[config.mk]
export PLATFORM = sky130hd
export DESIGN_NAME = orm_overlay_ctrl
export DESIGN_NICKNAME = d
export VERILOG_FILES = /design/src/design/orm_pkg.sv /design/src/design/orm_byte_reg.sv /design/src/design/orm_overlay_ctrl.sv
export SDC_FILE = /design/constraint.sdc
export NUM_CORES = 1
export LEC_CHECK = 0
export CORE_AREA = 10 10 103 105
export CTS_CLUSTER_SIZE = 14
export DETAILED_ROUTE_END_ITERATION = 6
export DIE_AREA = 0 0 113 115
export DONT_BUFFER_PORTS = 1
export HOLD_SLACK_MARGIN = 0.06
export MAX_ROUTING_LAYER = met4
export PLACE_DENSITY = 0.8
export SYNTH_ARGS = -nofsm -noshare
export SYNTH_HDL_FRONTEND = slang
export SYNTH_HIERARCHICAL = 1
export SYNTH_SLANG_ARGS = --single-unit
[constraint.sdc]
create_clock -name REF_CLK -period 2.11 [get_ports REF_CLK]
set_input_delay 0.1055 -clock REF_CLK [delete_from_list [all_inputs] [get_ports REF_CLK]]
set_output_delay 0.1055 -clock REF_CLK [all_outputs]
set_load 0.01 [all_outputs]
[src/design/orm_pkg.sv]
// Package: addresses, field positions, reset values and carriers of the overlay register block
package orm_pkg;

   // ----------------------------------------------------------------
   // Byte addresses on the parallel control port
   // ----------------------------------------------------------------
   localparam logic [4:0] ORM_ADDR_MAINT = 5'h01;
   localparam logic [4:0] ORM_ADDR_CFG2 = 5'h08;
   localparam logic [4:0] ORM_ADDR_CFG3 = 5'h09;
   localparam logic [4:0] ORM_ADDR_BANK = 5'h0a;
   localparam logic [4:0] ORM_ADDR_BYTE_REGISTER_13 = 5'h0d;
   localparam logic [4:0] ORM_ADDR_LEGCLK = 5'h0f;

   // ----------------------------------------------------------------
   // Field positions
   // ----------------------------------------------------------------
   localparam int ORM_BANK_OVL_BIT = 0;
   localparam int ORM_BANK_DUMP_BIT = 2;
   localparam int ORM_CFG2_MODE0_BIT = 6;
   localparam int ORM_CFG2_MODE1_BIT = 7;
   localparam int ORM_CFG3_BUFX_DIS_BIT = 2;
   localparam int ORM_CFG3_CLK15_DIS_BIT = 1;
   localparam int ORM_LEG_CLK15_BIT = 2;
   localparam int ORM_LEG_BUFX_BIT = 1;

   // ----------------------------------------------------------------
   // Reset values and masks
   // ----------------------------------------------------------------
   localparam logic [7:0] ORM_RST_ZERO = 8'h00;
   localparam logic [7:0] ORM_LEG_RSVD_MASK = 8'hf9;
   localparam logic [7:0] ORM_CFG2_RSVD_MASK = 8'hfb;
   localparam logic [7:0] ORM_CFG3_RSVD_MASK = 8'h7f;

   // ----------------------------------------------------------------
   // Types
   // ----------------------------------------------------------------
   typedef enum logic [3:0] {
      ORM_DR_COEF = 4'b0001,
      ORM_DR_ARC_RD = 4'b0010,
      ORM_DR_ARC_WR = 4'b0100,
      ORM_DR_SERIAL = 4'b1000
   } orm_dr_mode_e;

   typedef struct packed {
      logic cs_b;
      logic rd;
      logic [4:0] addr;
      logic [7:0] wdata;
   } orm_pcp_req_s;

endpackage

[src/design/orm_byte_reg.sv]
// Byte register with write enable and synchronous clear
`timescale 1ns/1ps
module orm_byte_reg #(
   parameter logic [7:0] RST_VAL = 8'h00,
   parameter logic [7:0] WR_MASK = 8'hff
) (
   input wire logic clk,
   input wire logic rst_b,
   input wire logic ce,
   input wire logic clr,
   input wire logic we,
   input wire logic [7:0] d,
   output logic [7:0] q
);
   // ----------------------------------------------------------------
   // Storage
   // ----------------------------------------------------------------
   // Clear wins over write: a reset command must leave known state
   always_ff @(posedge clk or negedge rst_b) begin
      if (!rst_b) begin
         q <= RST_VAL;
      end else if (ce) begin
         if (clr) begin
            q <= RST_VAL;
         end else if (we) begin
            q <= d & WR_MASK; // Masked bits stay at zero
         end
      end
   end
endmodule

[src/design/orm_overlay_ctrl.sv]
// Overlay register bank, dump/restore access port and mode strap control
//
// What this block does
// - Bank bit 2 maps address 13 to dump port
// - Port write feeds dump path, read returns dump
// - Dump mode comes from configuration register 2
// - Mode bits decode coefficient, arctap read/write, serial
// - Hardware and software reset clear dump port
// - Bank select visible in both register sets
// - After reset both clock outputs are enabled
// - Legacy clock bits reserved; disable via register 3
// - GCI strap enables C/I and Monitor channels
// - Master strap high selects master timing
// - Parallel port uses chip select and direction
// - Registers give access to maintenance channel
`timescale 1ns/1ps
module orm_overlay_ctrl #(
   parameter int ADDR_W = 5
) (
   input wire logic REF_CLK,
   input wire logic RST_B,
   input wire logic CE,
   input wire logic SOFT_RST,
   input wire logic CTRL_SELECT_STRAP,
   input wire logic PORT_SELECT_STRAP,
   input wire logic MASTER_STRAP,
   input wire orm_pkg::orm_pcp_req_s PCP_REQ,
   output logic [7:0] PCP_DOUT,
   output logic PCP_DOE,
   output logic DUMP_WR_STB,
   output logic [7:0] DUMP_WR_DATA,
   output logic DUMP_RD_STB,
   input wire logic [7:0] DUMP_RD_DATA,
   output orm_pkg::orm_dr_mode_e DUMP_MODE,
   input wire logic [7:0] MAINT_RX_DATA,
   output logic [7:0] MAINT_TX_DATA,
   output logic CLK15_OUT_EN,
   output logic BUFFERED_CRYSTAL_CLOCK_OUT_OUT_EN,
   output logic MODE_MCU,
   output logic MODE_PARALLEL,
   output logic MODE_MASTER,
   output logic GCI_CI_EN,
   output logic GCI_MONITOR_EN
);
   import orm_pkg::*;

   // ----------------------------------------------------------------
   // Parameter check
   // ----------------------------------------------------------------
   generate
      if (ADDR_W != 5) begin : g_bad_addr
         $error("orm_overlay_ctrl: ADDR_W must be 5");
      end
   endgenerate

   // ----------------------------------------------------------------
   // Strap capture
   // ----------------------------------------------------------------
   logic strap_done_reg;
   logic mcu_reg;
   logic par_reg;
   logic master_reg;

   // Straps are sampled on the first enabled edge after reset release
   always_ff @(posedge REF_CLK or negedge RST_B) begin
      if (!RST_B) begin
         strap_done_reg <= 1'b0;
         mcu_reg <= 1'b0;
         par_reg <= 1'b0;
         master_reg <= 1'b0;
      end else if (CE && !strap_done_reg) begin
         strap_done_reg <= 1'b1;
         mcu_reg <= CTRL_SELECT_STRAP;
         par_reg <= CTRL_SELECT_STRAP & PORT_SELECT_STRAP;
         master_reg <= MASTER_STRAP;
      end
   end

   // Mode outputs follow the captured straps
   always_ff @(posedge REF_CLK or negedge RST_B) begin
      if (!RST_B) begin
         MODE_MCU <= 1'b0;
         MODE_PARALLEL <= 1'b0;
         MODE_MASTER <= 1'b0;
      end else if (CE) begin
         MODE_MCU <= mcu_reg;
         MODE_PARALLEL <= par_reg;
         MODE_MASTER <= master_reg;
      end
   end

   // GCI flags wait for the strap capture, so reset never shows GCI mode
   always_ff @(posedge REF_CLK or negedge RST_B) begin
      if (!RST_B) begin
         GCI_CI_EN <= 1'b0;
         GCI_MONITOR_EN <= 1'b0;
      end else if (CE) begin
         GCI_CI_EN <= strap_done_reg & ~mcu_reg;
         GCI_MONITOR_EN <= strap_done_reg & ~mcu_reg;
      end
   end

   // ----------------------------------------------------------------
   // Parallel port access detection
   // ----------------------------------------------------------------
   logic cs_prev_b_reg;
   logic take;
   logic take_wr;
   logic take_rd;

   // One access per chip-select assertion, so a long select is not repeated
   always_ff @(posedge REF_CLK or negedge RST_B) begin
      if (!RST_B) begin
         cs_prev_b_reg <= 1'b1;
      end else if (CE) begin
         cs_prev_b_reg <= PCP_REQ.cs_b;
      end
   end

   // Accesses only count when the parallel port is the selected control path
   assign take = CE & par_reg & cs_prev_b_reg & ~PCP_REQ.cs_b;
   assign take_wr = take & ~PCP_REQ.rd;
   assign take_rd = take & PCP_REQ.rd;

   // ----------------------------------------------------------------
   // Address decode
   // ----------------------------------------------------------------
   logic [7:0] bank_q;
   logic [7:0] cfg2_q;
   logic [7:0] cfg3_q;
   logic [7:0] byte_register_13_q;
   logic [7:0] leg_q;
   logic [7:0] maint_q;
   logic [7:0] dump_q;
   logic ovl_sel;
   logic dump_sel;
   logic hit_bank;
   logic hit_cfg2;
   logic hit_cfg3;
   logic hit_byte_register_13;
   logic hit_dump;
   logic hit_leg;
   logic hit_maint;

   assign ovl_sel = bank_q[ORM_BANK_OVL_BIT];
   assign dump_sel = bank_q[ORM_BANK_DUMP_BIT];
   // Bank select answers whichever set is chosen
   assign hit_bank = (PCP_REQ.addr == ORM_ADDR_BANK);
   assign hit_cfg2 = ovl_sel & (PCP_REQ.addr == ORM_ADDR_CFG2);
   assign hit_cfg3 = ovl_sel & (PCP_REQ.addr == ORM_ADDR_CFG3);
   assign hit_dump = dump_sel & (PCP_REQ.addr == ORM_ADDR_BYTE_REGISTER_13);
   assign hit_byte_register_13 = ~dump_sel & (PCP_REQ.addr == ORM_ADDR_BYTE_REGISTER_13);
   assign hit_leg = ~ovl_sel & (PCP_REQ.addr == ORM_ADDR_LEGCLK);
   assign hit_maint = ~ovl_sel & (PCP_REQ.addr == ORM_ADDR_MAINT);

   // ----------------------------------------------------------------
   // Register storage
   // ----------------------------------------------------------------
   orm_byte_reg #(.RST_VAL(ORM_RST_ZERO), .WR_MASK(8'hff)) u_bank (
      .clk(REF_CLK), .rst_b(RST_B), .ce(CE), .clr(SOFT_RST),
      .we(take_wr & hit_bank), .d(PCP_REQ.wdata), .q(bank_q)
   );

   orm_byte_reg #(.RST_VAL(ORM_RST_ZERO), .WR_MASK(ORM_CFG2_RSVD_MASK)) u_cfg2 (
      .clk(REF_CLK), .rst_b(RST_B), .ce(CE), .clr(SOFT_RST),
      .we(take_wr & hit_cfg2), .d(PCP_REQ.wdata), .q(cfg2_q)
   );

   // Zero reset keeps both clock disables off
   orm_byte_reg #(.RST_VAL(ORM_RST_ZERO), .WR_MASK(ORM_CFG3_RSVD_MASK)) u_cfg3 (
      .clk(REF_CLK), .rst_b(RST_B), .ce(CE), .clr(SOFT_RST),
      .we(take_wr & hit_cfg3), .d(PCP_REQ.wdata), .q(cfg3_q)
   );

   orm_byte_reg #(.RST_VAL(ORM_RST_ZERO), .WR_MASK(8'hff)) u_byte_register_13 (
      .clk(REF_CLK), .rst_b(RST_B), .ce(CE), .clr(SOFT_RST),
      .we(take_wr & hit_byte_register_13), .d(PCP_REQ.wdata), .q(byte_register_13_q)
   );

   // Legacy clock bits are dropped on write, so they cannot gate the clocks
   orm_byte_reg #(.RST_VAL(ORM_RST_ZERO), .WR_MASK(ORM_LEG_RSVD_MASK)) u_leg (
      .clk(REF_CLK), .rst_b(RST_B), .ce(CE), .clr(SOFT_RST),
      .we(take_wr & hit_leg), .d(PCP_REQ.wdata), .q(leg_q)
   );

   orm_byte_reg #(.RST_VAL(ORM_RST_ZERO), .WR_MASK(8'hff)) u_maint (
      .clk(REF_CLK), .rst_b(RST_B), .ce(CE), .clr(SOFT_RST),
      .we(take_wr & hit_maint), .d(PCP_REQ.wdata), .q(maint_q)
   );

   // Dump port write side; both resets clear it
   orm_byte_reg #(.RST_VAL(ORM_RST_ZERO), .WR_MASK(8'hff)) u_dump (
      .clk(REF_CLK), .rst_b(RST_B), .ce(CE), .clr(SOFT_RST),
      .we(take_wr & hit_dump), .d(PCP_REQ.wdata), .q(dump_q)
   );

   // ----------------------------------------------------------------
   // Read data
   // ----------------------------------------------------------------
   logic [7:0] rd_mux;

   // Dump port read returns the mechanism's data, not the written byte
   always_comb begin
      rd_mux = 8'h00;
      if (hit_bank) begin
         rd_mux = bank_q;
      end else if (hit_cfg2) begin
         rd_mux = cfg2_q;
      end else if (hit_cfg3) begin
         rd_mux = cfg3_q;
      end else if (hit_dump) begin
         rd_mux = DUMP_RD_DATA;
      end else if (hit_byte_register_13) begin
         rd_mux = byte_register_13_q;
      end else if (hit_leg) begin
         rd_mux = leg_q;
      end else if (hit_maint) begin
         rd_mux = MAINT_RX_DATA;
      end
   end

   // Data is held and driven until chip select rises
   always_ff @(posedge REF_CLK or negedge RST_B) begin
      if (!RST_B) begin
         PCP_DOUT <= 8'h00;
         PCP_DOE <= 1'b0;
      end else if (CE) begin
         if (take_rd) begin
            PCP_DOUT <= rd_mux;
            PCP_DOE <= 1'b1;
         end else if (PCP_REQ.cs_b) begin
            PCP_DOE <= 1'b0;
         end
      end
   end

   // ----------------------------------------------------------------
   // Dump/restore mechanism side
   // ----------------------------------------------------------------
   // Strobes fire only when bank bit 2 maps the port in
   always_ff @(posedge REF_CLK or negedge RST_B) begin
      if (!RST_B) begin
         DUMP_WR_STB <= 1'b0;
         DUMP_RD_STB <= 1'b0;
      end else if (CE) begin
         DUMP_WR_STB <= take_wr & hit_dump & ~SOFT_RST;
         DUMP_RD_STB <= take_rd & hit_dump & ~SOFT_RST;
      end
   end

   // Write byte is valid with its strobe, so the mechanism needs no extra stage
   always_ff @(posedge REF_CLK or negedge RST_B) begin
      if (!RST_B) begin
         DUMP_WR_DATA <= 8'h00;
      end else if (CE) begin
         DUMP_WR_DATA <= SOFT_RST ? 8'h00 : (take_wr & hit_dump ? PCP_REQ.wdata : dump_q);
      end
   end

   // Mode decode from the two configuration bits {mode1,mode0}
   always_ff @(posedge REF_CLK or negedge RST_B) begin
      if (!RST_B) begin
         DUMP_MODE <= ORM_DR_COEF;
      end else if (CE) begin
         unique case ({cfg2_q[ORM_CFG2_MODE1_BIT], cfg2_q[ORM_CFG2_MODE0_BIT]})
            2'b00: DUMP_MODE <= ORM_DR_COEF;
            2'b10: DUMP_MODE <= ORM_DR_ARC_RD;
            2'b01: DUMP_MODE <= ORM_DR_ARC_WR;
            2'b11: DUMP_MODE <= ORM_DR_SERIAL;
         endcase
      end
   end

   // ----------------------------------------------------------------
   // Maintenance channel and clock enables
   // ----------------------------------------------------------------
   // Maintenance byte leaves through a flop, one cycle after the write
   always_ff @(posedge REF_CLK or negedge RST_B) begin
      if (!RST_B) begin
         MAINT_TX_DATA <= 8'h00;
      end else if (CE) begin
         MAINT_TX_DATA <= maint_q;
      end
   end

   // Clocks run out of reset; only configuration register 3 stops them
   always_ff @(posedge REF_CLK or negedge RST_B) begin
      if (!RST_B) begin
         CLK15_OUT_EN <= 1'b1;
         BUFFERED_CRYSTAL_CLOCK_OUT_OUT_EN <= 1'b1;
      end else if (CE) begin
         CLK15_OUT_EN <= ~cfg3_q[ORM_CFG3_CLK15_DIS_BIT];
         BUFFERED_CRYSTAL_CLOCK_OUT_OUT_EN <= ~cfg3_q[ORM_CFG3_BUFX_DIS_BIT];
      end
   end

endmodule

# == Yosys cells after proc, flatten, opt, wreduce, memory -nomap -nowiden ==
# Cells that the tools add are included.
# word_totals
register_bits,90
inputBits,38
output_inout_bits,38
# op_classes
n_eq_ne,9
n_mux,24
bitwise_logic,31
reduce_logical,20
# op_table
cell,count
2-to-1 mux 8 bit,21
equality test 5 x 4 -> 1 bit (second input constant),5
bitwise AND 1 bit,23
AND reduction 2 bit,9
one-hot mux 4 bit (4 select lines),1
nonzero test 2 bit,8
NOT 1 bit,8
equality test 5 x 1 -> 1 bit (second input constant),1
equality test 2 bit (second input constant),2
equality test 2 x 1 -> 1 bit (second input constant),1
zero test 2 bit,1
2-to-1 mux 1 bit,2
logical AND 1 bit,1
zero test 1 bit,1

# == Depth between registers and ports, before layout ==
# logic_depth
depth_word,9
mapped_depth,9
ltp_nobuf,5

# == Modules after synthesis ==
# The synthesis kept the hierarchy.
# modules_own_cells
mod,instances,cells_per_inst,area_each_um2
orm_overlay_ctrl,1,234,2293.4
orm_byte_reg (u_bank ...),4,44,475.5
orm_byte_reg (u_cfg2 ...),2,40,420.4
orm_byte_reg (u_leg),1,34,329.1

# == Worst setup path before layout ==
# No wires, ideal clock.
# synth_path
kind,reg-to-reg
startpoint,reg cs_prev_b_reg
endpoint,reg u_leg.q[5]
arrival_ns,1.760
slack_ns,0.226
path_stages_with_launch,6
path_buffers,0
period_less_slack_ns,1.884
cell_sequence,dfstp_2 > and4b_1 > nand2_1 > nor3_1 > nor2_1 > a211o_1
# synth_via
elab_chain_len,6
# synth_lines
element,line,rtl
start: declaration,orm_overlay_ctrl.sv:106,logic cs_prev_b_reg;
start signal: assignment,orm_overlay_ctrl.sv:116,cs_prev_b_reg <= PCP_REQ.cs_b;
bitwise AND 1 bit (2 in a row),orm_overlay_ctrl.sv:121,assign take = CE & par_reg & cs_prev_b_reg & ~PCP_REQ.cs_b;
bitwise AND 1 bit,orm_overlay_ctrl.sv:122,assign take_wr = take & ~PCP_REQ.rd;
bitwise AND 1 bit,orm_overlay_ctrl.sv:183,".we(take_wr & hit_leg), .d(PCP_REQ.wdata), .q(leg_q)"
nonzero test 2 bit (no source line),-,
AND reduction 2 bit (no source line),-,
end signal: assignment,orm_byte_reg.sv:26,q <= d & WR_MASK;
end: declaration,orm_byte_reg.sv:13,output logic [7:0] q
# Every way passes these cells.
# A chain may end at the register's enable or synchronous reset.

# == Final worst setup path ==
# layout_path
startpoint,reg cs_prev_b_reg
endpoint,reg DUMP_WR_STB
# layout_via
elab_chain_len,5
# layout_lines
element,line,rtl
bitwise AND 1 bit (2 in a row),orm_overlay_ctrl.sv:121,
bitwise AND 1 bit,orm_overlay_ctrl.sv:122,
bitwise AND 1 bit (2 in a row),orm_overlay_ctrl.sv:246,DUMP_WR_STB <= take_wr & hit_dump & ~SOFT_RST;
end signal: assignment,orm_overlay_ctrl.sv:246,
end: declaration,orm_overlay_ctrl.sv:30,"output logic DUMP_WR_STB,"
# Every way passes these cells.

==> metrics <==
relative slew slack 61.5%; top flip-flop cell by instance count after synthesis dfrtp_1; min-delay worst type input pin to asynchronous set/reset pin; vias in the first global route 4,187; H-tree depth 3; overall routing resource usage 23.5%; clock sinks 94; required time worst endpoint 2430 ps; cell area after placement 5380 um2; pwr dens 728 nW/um2; Routed Wire Length 15,000 um; Critical Path AT 2330 ps; post-route insts no fill 661; Final Critical Period 2010 ps; Final Hold Vio Count 94; RSZ-0062 raised after global routing no; Root Driver clkbuf_8; hpwl dp 9110 um; Initial DRC Count 391; starting density of the core 62.7%; Vias 4,300; status complete, but fails checks; largest net degree at the start of global routing 114; P&R area growth vs syn 11.3%; DR DRC count 0; Finished Cell Area 5970 um2; Async SR Flop Fraction 100%; Cell Area, Synth 5370 um2; share of cells above drive strength 1 15.9%; Die Width 113 um; Yosys warnings 6; Synth Register Bits 94; pre-CTS setup slack 57.6 ps; number of diodes 0; gate count after technology mapping 524; Die Y 115 um; kind of end point of the critical path flip-flop; remaining global-route overflow 0; RR Endpoint DUMP_WR_STB$_DFFE_PN0P_; post-synthesis sequential area ratio 43.9%; initial antenna violation count 0; CTS tree built; most common cell in the netlist dfrtp_1; Hold WS -595 ps; Tcrit/Tclk final 95.1%; max cap viols 0; Ports 76; Buf/Inv on CP 2; first-pass GRT wire length 23,600 um; crit-path max FO 5; Unique masters post-synth 43; via density per instance 6.51; Max Buffers Root-to-Sink 2; peak supply drop 0.462 mV; worst slew pin tran 577 ps; clk_skew 9.01 ps; Clk Latency, worst-skew pair 380 ps; die area 13,000 um2; Yosys top cell area share 42.0%; count of final max-slew check failures 0; Rows 34; highest clock rate 0.499 GHz; final worst slack 104 ps; DP Cell Count 611; failing checks negative hold slack; Core Region 8550 um2; DRT antenna net count 0; leak pwr 2.53 nW; Nets 586; Placer Congestion 0.947; Synth area leaders dfrtp_1 (42%), o221ai_2 (9.5%), nand2b_1 (4.7%), inv_1 (4.5%), nand3_1 (4.5%); post-synth top area cell dfrtp_1; R2R setup slack 100 ps; drt first pass iters 5; slowest stage delay, CP 580 ps; r2r startpoint cs_prev_b_reg$_DFFE_PN1P_; PortBufs 0; slowest cell on the critical path dlygate4sd3_1; number of CTS-inserted buffers 9; Crit path depth 5; FF-to-FF path depth 5; Reg clk slew, reported paths 100 ps; CP Cell Sequence and4b_1, nand2_1, buf_4, o32ai_1, dlygate4sd3_1; Setup CP Type flip-flop to flip-flop; drt wl/cell 22.7 um; Final setup viols 0; setup_tns 0 ps; CP delay by family, top buffers and inverters; Avg Synthesized Cell Area 10.2 um2; CP Launch Type flip-flop; EDFF count, synth 0; Post-synth top cells dfrtp_1 (90), inv_1 (65), nand3_1 (48)
[cell usage in the layout, fill, tap and decap left out, drive strengths merged, types with 14 or more instances in the layout]
master / synthesis / routed
buf: 34 / 20
o22ai: 16 / 16
dfrtp: 90 / 90
nand3: 48 / 48
dlygate4sd3: 0 / 32
and4b: 15 / 15
a211o: 14 / 14
nand2b: 40 / 40
mux2: 14 / 14
nor2b: 16 / 16
inv: 65 / 68
nor2: 16 / 16
mux2i: 18 / 18
o221ai: 40 / 40
[per-layer routing]
layer | track usage, % | share of wire [%] | vias to the layer above
met1 | 29.6 | 41 | 2140
met4 | 8.63 | 3.1 | 0
met5 | - | 0 | -
met2 | 35.6 | 47 | 200
li1 | - | - | 1927
met3 | 6.20 | 8.6 | 33
[timing repair]
action / 4_1_cts / 5_1_grt
hold buffers: 32 / 2
resized for setup: 0 / 1
setup buffers: 0 / 0
endpoints found under the setup margin: 0 / 6
endpoints found under the hold margin: 182 / 102
[cells by family after synthesis]
kind of cell	after synthesis	share of synthesized area, %
AND/OR/NAND/NOR	188	21.1
buffers and inverters	105	9.49
AO/OA/AOI/OAI	102	18.9
flip-flops	94	43.9
multiplexers	32	6.30
other	3	0.210
[power breakdown]
group          internal (mW)  total [mW]  switching (mW)
Combinational          0.352       0.721           0.369
Sequential              2.05        2.33           0.274
Clock                  0.603        1.30           0.699
[worst max-delay path by stage]
stage	start	end
final	cs_prev_b_reg$_DFFE_PN1P_	DUMP_WR_STB$_DFFE_PN0P_
after global routing	cs_prev_b_reg$_DFFE_PN1P_	DUMP_WR_STB$_DFFE_PN0P_
after CTS	cs_prev_b_reg$_DFFE_PN1P_	u_byte_register_13/q[3]$_DFFE_PN0P_
after detailed placement	cs_prev_b_reg$_DFFE_PN1P_	u_byte_register_13/q[3]$_DFFE_PN0P_
after global placement	cs_prev_b_reg$_DFFE_PN1P_	u_byte_register_13/q[3]$_DFFE_PN0P_
after floorplan	cs_prev_b_reg$_DFFE_PN1P_	u_leg/q[5]$_DFFE_PN0P_
[stage by stage]
step,utilization [%],power (mW)
finish,69.9,4.35
global placement,62.9,2.87
floorplan,-,2.81
CTS,69.6,4.34
global route,69.9,4.55
detailed placement,62.9,2.91
[cell type report]
type,instances,area (um2)
flip-flops and latches,94,2360
well taps,108,135
inverters,65,244
fillers,603,2580
clock inverters,6,77.6
multi-input cells,326,2510
repair buffers,52,510
clock buffers,10,138
(Power assumes the default switching activity.)
